===== config.mk =====
export PLATFORM = sky130hd
export DESIGN_NAME = i2cst_top
export DESIGN_NICKNAME = d
export VERILOG_FILES = /design/src/rtl/i2cst_pkg.sv /design/src/rtl/i2cst_cond_if.sv /design/src/rtl/i2cst_cond_det.sv /design/src/rtl/i2cst_top.sv
export VERILOG_INCLUDE_DIRS = /design/src /design/src/rtl
export SDC_FILE = /design/constraint.sdc
export NUM_CORES = 1
export LEC_CHECK = 0
export BUFFER_PORTS_ARGS = -buffer_cell sky130_fd_sc_hd__buf_4
export CAP_MARGIN = 20
export CORE_UTILIZATION = 50
export CTS_CLUSTER_DIAMETER = 50
export DETAILED_ROUTE_END_ITERATION = 10
export GPL_TIMING_DRIVEN = 0
export PLACE_DENSITY = 0.74
export SLEW_MARGIN = 20
export SYNTH_ARGS = -nofsm -noshare
export SYNTH_HDL_FRONTEND = slang
export SYNTH_SLANG_ARGS = --single-unit
export TNS_END_PERCENT = 10

===== constraint.sdc =====
create_clock -name mclk -period 3.5 [get_ports mclk]
set_input_delay 0.35 -clock mclk [delete_from_list [all_inputs] [get_ports mclk]]
set_output_delay 0.35 -clock mclk [all_outputs]
set_load 0.05 [all_outputs]

===== src/rtl/i2cst_defines.svh =====
// offsets, field positions and reset values of the i2c status block
//
// Operation
// - controller busy from issued START to STOP
// - controller busy holds through target clock stretch
// - controller busy low unless clocking; resets 0
// - bus busy bit 0 set by START
// - bus busy cleared only by STOP
// - target write address match sets bit 23
// - target read address match sets bit 22
// - lockout bit 15 set means FIFO locked
// - lockout set flushes all transmit entries
// - transmit writes discarded while lockout set
// - writing zero leaves event flags unchanged
// - mode bit one controller, zero target
`ifndef I2CST_DEFINES_SVH
`define I2CST_DEFINES_SVH

// register byte offsets
`define I2CST_CTRL_OFS 12'h000
`define I2CST_STATUS_OFS 12'h004
`define I2CST_FLAGS_OFS 12'h008
`define I2CST_MASK_OFS 12'h00c
`define I2CST_OWNADDR_OFS 12'h010
`define I2CST_TXDATA_OFS 12'h014
`define I2CST_RXDATA_OFS 12'h018

// control fields
`define I2CST_CTRL_EN 0
`define I2CST_CTRL_MODE 1

// status fields
`define I2CST_ST_BUSY 0
`define I2CST_ST_RXEM 1
`define I2CST_ST_RXFULL 2
`define I2CST_ST_TXEM 3
`define I2CST_ST_TXFULL 4
`define I2CST_ST_MSTBUSY 5

// event flag fields
`define I2CST_FL_LOCK 15
`define I2CST_FL_RDMATCH 22
`define I2CST_FL_WRMATCH 23

// reset values
`define I2CST_CTRL_RST 2'h0
`define I2CST_OWNADDR_RST 7'h00
`define I2CST_MASK_RST 32'h00000000

// address byte has eight bits
`define I2CST_ADDR_BITS 4'h8

`endif


===== src/rtl/i2cst_pkg.sv =====
// types shared by the i2c status block
package i2cst_pkg;
    // bus condition detector states
    typedef enum logic [1:0] {
        I2CST_IDLE = 2'b00,
        I2CST_ADDR = 2'b01,
        I2CST_DATA = 2'b10
    } i2cst_det_e;
    typedef logic [31:0] i2cst_word_t;
endpackage


===== src/rtl/i2cst_cond_if.sv =====
// bus condition events from the detector to the status core
`timescale 1ns/1ps
interface i2cst_cond_if;
    logic startSeen; // one-cycle pulse, START on the bus
    logic stopSeen; // one-cycle pulse, STOP on the bus
    logic addrValid; // one-cycle pulse, address byte complete
    logic addrRw; // direction bit of that byte, 1 is read
    logic [6:0] addrVal; // seven address bits
    modport det (output startSeen, stopSeen, addrValid, addrRw, addrVal);
    modport core (input startSeen, stopSeen, addrValid, addrRw, addrVal);
endinterface


===== src/rtl/i2cst_cond_det.sv =====
// start, stop and address byte detector on synchronised bus lines
`timescale 1ns/1ps
module i2cst_cond_det
    import i2cst_pkg::*;
(
    input wire logic mclk,
    input wire logic nrst,
    input wire logic sclS,
    input wire logic sdaS,
    i2cst_cond_if.det cond
);
    import i2cst_pkg::*;
`include "i2cst_defines.svh"

    logic sclPrev_q; // previous scl sample
    logic sdaPrev_q; // previous sda sample
    i2cst_det_e state_q; // where in the frame we are
    logic [3:0] bitCnt_q; // address bits seen
    logic [7:0] shift_q; // address shifter
    logic startNow; // start condition this cycle
    logic stopNow; // stop condition this cycle
    logic sclRise; // scl rising edge

    assign startNow = sclS & sclPrev_q & sdaPrev_q & ~sdaS;
    assign stopNow = sclS & sclPrev_q & ~sdaPrev_q & sdaS;
    assign sclRise = sclS & ~sclPrev_q;

    ////////////////////////////////////////////////////////////////////
    // edge history
    always_ff @(posedge mclk or negedge nrst) begin
        if (!nrst) begin
            sclPrev_q <= 1'b1;
            sdaPrev_q <= 1'b1;
        end else begin
            sclPrev_q <= sclS;
            sdaPrev_q <= sdaS;
        end
    end

    ////////////////////////////////////////////////////////////////////
    // frame tracking; a repeated start restarts the address phase
    always_ff @(posedge mclk or negedge nrst) begin
        if (!nrst) begin
            state_q <= I2CST_IDLE;
            bitCnt_q <= 4'h0;
            shift_q <= 8'h00;
        end else if (stopNow) begin
            state_q <= I2CST_IDLE;
        end else if (startNow) begin
            state_q <= I2CST_ADDR;
            bitCnt_q <= 4'h0;
        end else begin
            unique case (state_q)
                I2CST_IDLE: begin
                    // nothing to watch between frames
                end
                I2CST_ADDR: begin
                    if (sclRise) begin
                        shift_q <= {shift_q[6:0], sdaS};
                        bitCnt_q <= bitCnt_q + 4'h1;
                        if (bitCnt_q == `I2CST_ADDR_BITS - 4'h1) begin
                            state_q <= I2CST_DATA;
                        end
                    end
                end
                I2CST_DATA: begin
                    // data bytes are not decoded here
                end
                default: begin
                    state_q <= I2CST_IDLE;
                end
            endcase
        end
    end

    ////////////////////////////////////////////////////////////////////
    // registered event pulses toward the core
    always_ff @(posedge mclk or negedge nrst) begin
        if (!nrst) begin
            cond.startSeen <= 1'b0;
            cond.stopSeen <= 1'b0;
            cond.addrValid <= 1'b0;
            cond.addrRw <= 1'b0;
            cond.addrVal <= 7'h00;
        end else begin
            cond.startSeen <= startNow;
            cond.stopSeen <= stopNow;
            cond.addrValid <= 1'b0;
            if (!stopNow && !startNow && state_q == I2CST_ADDR && sclRise
                && bitCnt_q == `I2CST_ADDR_BITS - 4'h1) begin
                cond.addrValid <= 1'b1;
                cond.addrVal <= shift_q[6:0];
                cond.addrRw <= sdaS;
            end
        end
    end
endmodule


===== src/rtl/i2cst_top.sv =====
// i2c status, fifo indicators and event flags behind an apb slave
`timescale 1ns/1ps
module i2cst_top
    import i2cst_pkg::*;
#(
    parameter int TX_DEPTH = 8,
    parameter int RX_DEPTH = 8
) (
    input wire logic mclk,
    input wire logic nrst,
    input wire logic psel,
    input wire logic penable,
    input wire logic pwrite,
    input wire logic [11:0] paddr,
    input wire i2cst_pkg::i2cst_word_t pwdata,
    output i2cst_pkg::i2cst_word_t prdata,
    output logic pready,
    output logic pslverr,
    input wire logic scl,
    input wire logic sda,
    input wire logic ctrlStart,
    input wire logic txLockReq,
    input wire logic txPop,
    input wire logic rxPush,
    output logic irq
);
    import i2cst_pkg::*;
`include "i2cst_defines.svh"

    localparam int TXW = $clog2(TX_DEPTH + 1);
    localparam int RXW = $clog2(RX_DEPTH + 1);

    logic sclMeta_q, sclSync_q; // scl synchroniser
    logic sdaMeta_q, sdaSync_q; // sda synchroniser
    logic [1:0] ctrl_q; // enable and mode select
    logic [6:0] ownAddr_q; // own target address
    i2cst_word_t mask_q; // interrupt mask, flag layout
    logic busy_q; // bus transaction in progress
    logic mstBusy_q; // this block is controlling the bus
    logic wrMatch_q; // target write address match
    logic rdMatch_q; // target read address match
    logic txLock_q; // transmit fifo locked
    logic [TXW-1:0] txCount_q; // transmit occupancy
    logic [RXW-1:0] rxCount_q; // receive occupancy
    i2cst_word_t prdata_q; // read data register
    logic pready_q; // access phase answer
    logic pslverr_q; // unmapped address answer
    logic irq_q; // interrupt level
    logic setupPh; // setup cycle of a transfer
    logic wrEn; // write takes effect this edge
    logic rdEn; // read completes this edge
    logic mapped; // address decodes to a register
    logic enQ; // peripheral enabled
    logic ctlMode; // controller mode selected
    logic txEmpty, txFull, rxEmpty, rxFull; // fifo indicators
    logic matchHit; // address equals own address in target mode
    logic flagWr; // write to event flag register
    logic txWr; // write to transmit data register
    i2cst_word_t flagsRd; // event flags as read
    i2cst_word_t statusRd; // status as read
    i2cst_word_t rdMux; // selected read data

    i2cst_cond_if cond ();

    ////////////////////////////////////////////////////////////////////
    // pin synchronisers; only the second stage is read
    always_ff @(posedge mclk or negedge nrst) begin
        if (!nrst) begin
            sclMeta_q <= 1'b1;
            sclSync_q <= 1'b1;
            sdaMeta_q <= 1'b1;
            sdaSync_q <= 1'b1;
        end else begin
            sclMeta_q <= scl;
            sclSync_q <= sclMeta_q;
            sdaMeta_q <= sda;
            sdaSync_q <= sdaMeta_q;
        end
    end

    i2cst_cond_det u_det (
        .mclk(mclk),
        .nrst(nrst),
        .sclS(sclSync_q),
        .sdaS(sdaSync_q),
        .cond(cond.det)
    );

    ////////////////////////////////////////////////////////////////////
    // apb decode; answer comes one cycle after setup
    assign setupPh = psel & ~penable;
    assign wrEn = psel & penable & pready_q & pwrite;
    assign rdEn = psel & penable & pready_q & ~pwrite;
    assign mapped = (paddr == `I2CST_CTRL_OFS) ||
        (paddr == `I2CST_STATUS_OFS) || (paddr == `I2CST_FLAGS_OFS) ||
        (paddr == `I2CST_MASK_OFS) || (paddr == `I2CST_OWNADDR_OFS) ||
        (paddr == `I2CST_TXDATA_OFS) || (paddr == `I2CST_RXDATA_OFS);
    assign flagWr = wrEn && paddr == `I2CST_FLAGS_OFS;
    assign txWr = wrEn && paddr == `I2CST_TXDATA_OFS;
    assign enQ = ctrl_q[`I2CST_CTRL_EN];
    assign ctlMode = ctrl_q[`I2CST_CTRL_MODE];

    assign txEmpty = (txCount_q == '0);
    assign txFull = (txCount_q == TXW'(TX_DEPTH));
    assign rxEmpty = (rxCount_q == '0);
    assign rxFull = (rxCount_q == RXW'(RX_DEPTH));

    // matches only count in target mode
    assign matchHit = cond.addrValid & enQ & ~ctlMode &
        (cond.addrVal == ownAddr_q);

    // status and flag images, reserved bits zero
    always_comb begin
        statusRd = '0;
        statusRd[`I2CST_ST_BUSY] = busy_q;
        statusRd[`I2CST_ST_RXEM] = rxEmpty;
        statusRd[`I2CST_ST_RXFULL] = rxFull;
        statusRd[`I2CST_ST_TXEM] = txEmpty;
        statusRd[`I2CST_ST_TXFULL] = txFull;
        statusRd[`I2CST_ST_MSTBUSY] = mstBusy_q;
        flagsRd = '0;
        flagsRd[`I2CST_FL_LOCK] = txLock_q;
        flagsRd[`I2CST_FL_RDMATCH] = rdMatch_q;
        flagsRd[`I2CST_FL_WRMATCH] = wrMatch_q;
    end

    // read mux; unmapped reads give zero
    always_comb begin
        unique case (paddr)
            `I2CST_CTRL_OFS: rdMux = {30'h0, ctrl_q};
            `I2CST_STATUS_OFS: rdMux = statusRd;
            `I2CST_FLAGS_OFS: rdMux = flagsRd;
            `I2CST_MASK_OFS: rdMux = mask_q;
            `I2CST_OWNADDR_OFS: rdMux = {25'h0, ownAddr_q};
            default: rdMux = '0;
        endcase
    end

    ////////////////////////////////////////////////////////////////////
    // bus answer registers
    always_ff @(posedge mclk or negedge nrst) begin
        if (!nrst) begin
            pready_q <= 1'b0;
            pslverr_q <= 1'b0;
            prdata_q <= '0;
        end else begin
            pready_q <= setupPh;
            pslverr_q <= setupPh & ~mapped;
            if (setupPh) begin
                prdata_q <= pwrite ? '0 : rdMux;
            end
        end
    end

    ////////////////////////////////////////////////////////////////////
    // software control registers
    always_ff @(posedge mclk or negedge nrst) begin
        if (!nrst) begin
            ctrl_q <= `I2CST_CTRL_RST;
            ownAddr_q <= `I2CST_OWNADDR_RST;
            mask_q <= `I2CST_MASK_RST;
        end else if (wrEn) begin
            if (paddr == `I2CST_CTRL_OFS) begin
                ctrl_q <= pwdata[1:0];
            end
            if (paddr == `I2CST_OWNADDR_OFS) begin
                ownAddr_q <= pwdata[6:0];
            end
            if (paddr == `I2CST_MASK_OFS) begin
                mask_q <= pwdata;
            end
        end
    end

    ////////////////////////////////////////////////////////////////////
    // bus activity, both modes
    always_ff @(posedge mclk or negedge nrst) begin
        if (!nrst) begin
            busy_q <= 1'b0;
        // only a stop ends the transaction
        end else if (cond.stopSeen) begin
            busy_q <= 1'b0;
        // any start while enabled marks the bus busy
        end else if (cond.startSeen && enQ) begin
            busy_q <= 1'b1;
        end
    end

    ////////////////////////////////////////////////////////////////////
    // controller activity
    // scl ignored, so stretching cannot drop it
    always_ff @(posedge mclk or negedge nrst) begin
        if (!nrst) begin
            mstBusy_q <= 1'b0;
        // low whenever not the clocking controller
        end else if (!ctlMode || !enQ || cond.stopSeen) begin
            mstBusy_q <= 1'b0;
        // set by the start this block issues
        end else if (ctrlStart) begin
            mstBusy_q <= 1'b1;
        end
    end

    ////////////////////////////////////////////////////////////////////
    // sticky event flags; a set in the clearing cycle wins
    always_ff @(posedge mclk or negedge nrst) begin
        if (!nrst) begin
            wrMatch_q <= 1'b0;
            rdMatch_q <= 1'b0;
            txLock_q <= 1'b0;
        end else begin
            wrMatch_q <= (wrMatch_q &
                ~(flagWr & pwdata[`I2CST_FL_WRMATCH])) |
                (matchHit & ~cond.addrRw);
            rdMatch_q <= (rdMatch_q &
                ~(flagWr & pwdata[`I2CST_FL_RDMATCH])) |
                (matchHit & cond.addrRw);
            txLock_q <= (txLock_q &
                ~(flagWr & pwdata[`I2CST_FL_LOCK])) | txLockReq;
        end
    end

    ////////////////////////////////////////////////////////////////////
    // transmit occupancy; data words themselves are not kept here
    always_ff @(posedge mclk or negedge nrst) begin
        if (!nrst) begin
            txCount_q <= '0;
        end else if (txLockReq) begin
            txCount_q <= '0;
        end else begin
            // locked fifo takes nothing; writes dropped
            if (txWr && !txLock_q && !txFull && !(txPop && !txEmpty)) begin
                txCount_q <= txCount_q + TXW'(1);
            end else if (txPop && !txEmpty && !(txWr && !txLock_q)) begin
                txCount_q <= txCount_q - TXW'(1);
            end
        end
    end

    ////////////////////////////////////////////////////////////////////
    // receive occupancy; reading the data register pops one
    always_ff @(posedge mclk or negedge nrst) begin
        if (!nrst) begin
            rxCount_q <= '0;
        end else begin
            if (rxPush && !rxFull &&
                !(rdEn && paddr == `I2CST_RXDATA_OFS && !rxEmpty)) begin
                rxCount_q <= rxCount_q + RXW'(1);
            end else if (rdEn && paddr == `I2CST_RXDATA_OFS && !rxEmpty
                && !(rxPush && !rxFull)) begin
                rxCount_q <= rxCount_q - RXW'(1);
            end
        end
    end

    ////////////////////////////////////////////////////////////////////
    // interrupt level from unmasked flags
    always_ff @(posedge mclk or negedge nrst) begin
        if (!nrst) begin
            irq_q <= 1'b0;
        end else begin
            irq_q <= |(flagsRd & mask_q);
        end
    end

    assign prdata = prdata_q;
    assign pready = pready_q;
    assign pslverr = pslverr_q;
    assign irq = irq_q;

    ////////////////////////////////////////////////////////////////////
    // checks
    a_mst_busy_set: assert property (
        @(posedge mclk) disable iff (!nrst)
        ctrlStart && enQ && ctlMode && !cond.stopSeen |=> mstBusy_q)
        else $error("controller busy not set by start");
    a_mst_busy_hold: assert property (
        @(posedge mclk) disable iff (!nrst)
        mstBusy_q && ctlMode && enQ && !cond.stopSeen |=> mstBusy_q)
        else $error("controller busy dropped mid transaction");
    a_mst_busy_mode: assert property (
        @(posedge mclk) disable iff (!nrst)
        !ctlMode |=> !mstBusy_q)
        else $error("controller busy outside controller mode");
    a_bus_busy_set: assert property (
        @(posedge mclk) disable iff (!nrst)
        cond.startSeen && enQ && !cond.stopSeen |=> busy_q)
        else $error("bus busy not set by start");
    a_bus_busy_end: assert property (
        @(posedge mclk) disable iff (!nrst)
        $fell(busy_q) |-> $past(cond.stopSeen))
        else $error("bus busy cleared without stop");
    a_wr_match_set: assert property (
        @(posedge mclk) disable iff (!nrst)
        matchHit && !cond.addrRw |=> wrMatch_q)
        else $error("write match flag not set");
    a_rd_match_set: assert property (
        @(posedge mclk) disable iff (!nrst)
        matchHit && cond.addrRw |=> rdMatch_q)
        else $error("read match flag not set");
    a_lock_flush: assert property (
        @(posedge mclk) disable iff (!nrst)
        txLockReq |=> txEmpty ##1 (txEmpty || !txLock_q))
        else $error("lockout did not flush transmit fifo");
    a_lock_discard: assert property (
        @(posedge mclk) disable iff (!nrst)
        txLock_q |=> txCount_q <= $past(txCount_q))
        else $error("transmit write accepted while locked");
    a_flag_sticky: assert property (
        @(posedge mclk) disable iff (!nrst)
        txLock_q && !(flagWr && pwdata[`I2CST_FL_LOCK]) |=> txLock_q)
        else $error("lockout flag lost without clear");
    a_flag_clear: assert property (
        @(posedge mclk) disable iff (!nrst)
        flagWr && pwdata[`I2CST_FL_RDMATCH] && !matchHit |=> !rdMatch_q)
        else $error("read match flag not cleared by one");
endmodule


==> metrics.txt <==
worst vdd ir 466 µV; CP endpoint kind flop; Remaining Overflow, GRT 0; Inserted Clock Buffers 17; cells taking the most area after synthesis dfrtp_1, mux2_2, a22o_1; maximum clock insertion buffer count 2; setup repair after global routing missed its margin no; Synth Cell Area 5110 µm²; P_sw 987 µW; kind of cell adding the most delay to the critical path simple AND/OR/NAND/NOR gates; max_cap viols 0; CTS sink cnt 119; dominant cell type by area after synthesis dfrtp_1; initial antenna violation count 0; number of detailed-route iterations in the first pass 5; Post-synth top flop dfrtp_1; area of the die 10600 µm²; layout overhead on the synthesized area 29.4%; logic depth of the worst register-to-register path 11; clock transition at the registers of the reported paths 0.06 ns; met1 demand-to-capacity share in global routing 29.8%; CP Data Arrival Time 3.50 ns; number of storage elements in the synthesis netlist 119; share of power burned in registers 40.1%; io pins 90; area of placed instances 5960 µm²; TritonCTS clock tree done; EDFF count, synth 0; clock latency at the later pin of the worst-skew pair 0.52 ns; share of total power in the clock network 46.0%; Cells after Synth 417; Warnings, synthesis 0; post-synth net total 480; core area 9820 µm²; start point of the critical path pready; Antenna diodes 0; count of unique library cells instantiated by Yosys 47; fin crit share 89.2%; per-instance average area after synthesis 12.2 µm²; most instantiated cells after synthesis dfrtp_1, mux2_2, nand2_1; gr usage total 22.1%; Hold Path Stages 2; most instantiated library cell after synthesis dfrtp_1; layer carrying the most global-route usage met2; last weighted congestion value of the routability-driven placer 0.894; global-route wire length before repair 17200 µm; maximum fanout encountered on the critical timing path 7; number of buffers added for setup after CTS 0; area fraction of the dominant cell type after synthesis 55.4%; endpoint required time on the critical path 3.88 ns; Resized cells post-CTS 0; post-route cell area 6610 µm²; post-DR wirelength/cell 17.0 µm; Final TNS setup 0 ns; crit-path cells nand4_1 > or3_1 > clkbuf_2 > or2_4 > or2_2 > ha_1 > a21o_1 > a21oi_1 > or4_1 > a32oi_1 > a21oi_1; via count of the first global-routing pass 3400; hold worst-path end mask_q[13]; width of the chip 103 µm; critical-path cell with the highest stage delay or4_1; startpoint of the worst hold path pwdata[13]; worst max-slew margin expressed relative to the limit 44.8%; total design power 3950 µW; r2r setup slk 0.38 ns; Finish-stage setup viols 0; actual transition at the worst max-transition pin 0.817 ns; number of input and output port buffers inserted 87; remaining design rule violation count 0; most common cell type on the critical path a21oi_1; pin count of the biggest net entering global routing 62; H-tree Lvls 4; met2 routing resource usage after global routing 34.3%; result of the run finished clean; layout cells sized above 1 33.4%; kind of start point of the critical path flop; design internal power 2970 µW; worst r2r dst txCount_q[3]; drt total wl 11400 µm; category of the most critical setup path flop to flop; worst clock skew 0.00649 ns; total half-perimeter wirelength after legalization and detailed placement 7930 µm; starting density of the core 52.0%; number of DRC markers after the initial detailed-route iteration 206; sequential fraction of the synthesis area 58.5%; critical path depth in cells 11; min cycle time layout 3.12 ns; delay of the slowest cell on the worst path 0.45 ns; final antenna-violating net count 0; timing-limited maximum frequency 320 MHz; clock root buffer clkbuf_8; Final nets 590; Fin Hold WS 0.0588 ns; via count 3719; switch share 25.0%; Hold Vio Cnt, Final 0; Crit Reg-Reg Startpoint pready; power density over cell area 598 nW/µm²; site row count 36; Static Leak 0.00327 µW; Comb power frac 13.9%; die span in y 103 µm; global-route track usage on met3 5.83%; Vias/cell 5.53; proportion of synthesized flip-flops having asynchronous set or reset 100%; fin. max-slew vios 0; cts hold-fix bufs 3; worst min-delay path category input pin to flop; worst path bufs/invs 1
-- per-stage QoR --
stage	utilization [%]	setup WS, ns	instances
2_1_floorplan	-	0.297	417
3_3_place_gp	60.3	0.0648	637
3_5_place_dp	60.7	0.00184	638
4_1_cts	67.3	0.397	672
5_1_grt	67.3	0.240	672
6_report	67.3	0.377	672
-- power by group through the flow --
| stage | sequential, µW | clock [µW] | combinational [µW] |
|---|---|---|---|
| detailed placement | 1600 | 0 | 547 |
| finish | 1580 | 1820 | 551 |
| CTS | 1580 | 1830 | 555 |
| floorplan | 1580 | 0 | 370 |
| global placement | 1600 | 0 | 514 |
| global route | 1600 | 1900 | 615 |
-- area by class of cell --
cell class,instances,area [µm²]
plain buffers,18,68.8
inverters,7,26.3
flip-flops and latches,119,2990
repair buffers,91,714
well taps,133,166
clock inverters,7,141
multi-input cells,273,2030
clock buffers,24,480
fillers,752,3210
-- cell families after synthesis --
group	Yosys count	share of synthesized area (%)
buffers and inverters	25	1.86
XOR/XNOR	12	2.06
adder cells (fa/ha/maj)	8	2.25
AND/OR/NAND/NOR	116	11.3
flip-flops	119	58.5
AO/OA/AOI/OAI	78	11.0
multiplexers	59	13.0
-- worst register-to-register path: cells and delay by family (launching register included) --
kind	cells	cell delay (ns)
adders and majority gates	1	0.28
DFF	1	0.38
buffers and inverters	1	0.16
and+or+nand+nor	5	1.66
AOI/OAI and AO/OA	4	0.52
-- state kept, by name, summed over array words and instances (netlist names), 2 cells and up --
name and flops:
u_det.shift_q 7, ctrl_q 2, prdata 32, rxCount_q 4
u_det.bitCnt_q 4, txCount_q 4, ownAddr_q 7, u_det.state_q 2
u_det.cond.addrVal 7, mask_q 32
-- worst max-delay path by stage --
stage | endpoint | slack, ns
final | txCount_q[3] | 0.38
after global routing | txCount_q[3] | 0.24
after CTS | txCount_q[3] | 0.40
after detailed placement | txCount_q[3] | 0.002
after global placement | txCount_q[3] | 0.06
after floorplan | txCount_q[3] | 0.30
-- per-layer routing --
metal / wire (µm) / up-vias
met5: 0 / -
met4: 225 / 0
met3: 423 / 21
met2: 5590 / 94
met1: 5160 / 1863
li1: - / 1741
-- placed cells by master (no fill, tap or decap), types with 4 or more instances in the layout --
cell	instances
nand2b_1	5
dfrtp_1	113
mux2i_1	7
nor2_1	16
o21ai_0	22
nand2_1	46
buf_4	86
nor4_1	5
nand4_1	4
xor2_1	6
clkbuf_8	5
clkbuf_1	18
ha_1	6
a21o_1	5
clkbuf_16	16
xnor2_1	6
mux2_2	50
dfstp_2	6
a21oi_1	5
inv_1	7
nor3_1	12
nand3_1	4
bufinv_16	4
a22oi_1	7
a22o_1	24
No activity file was read; power rests on OpenSTA's default activity.
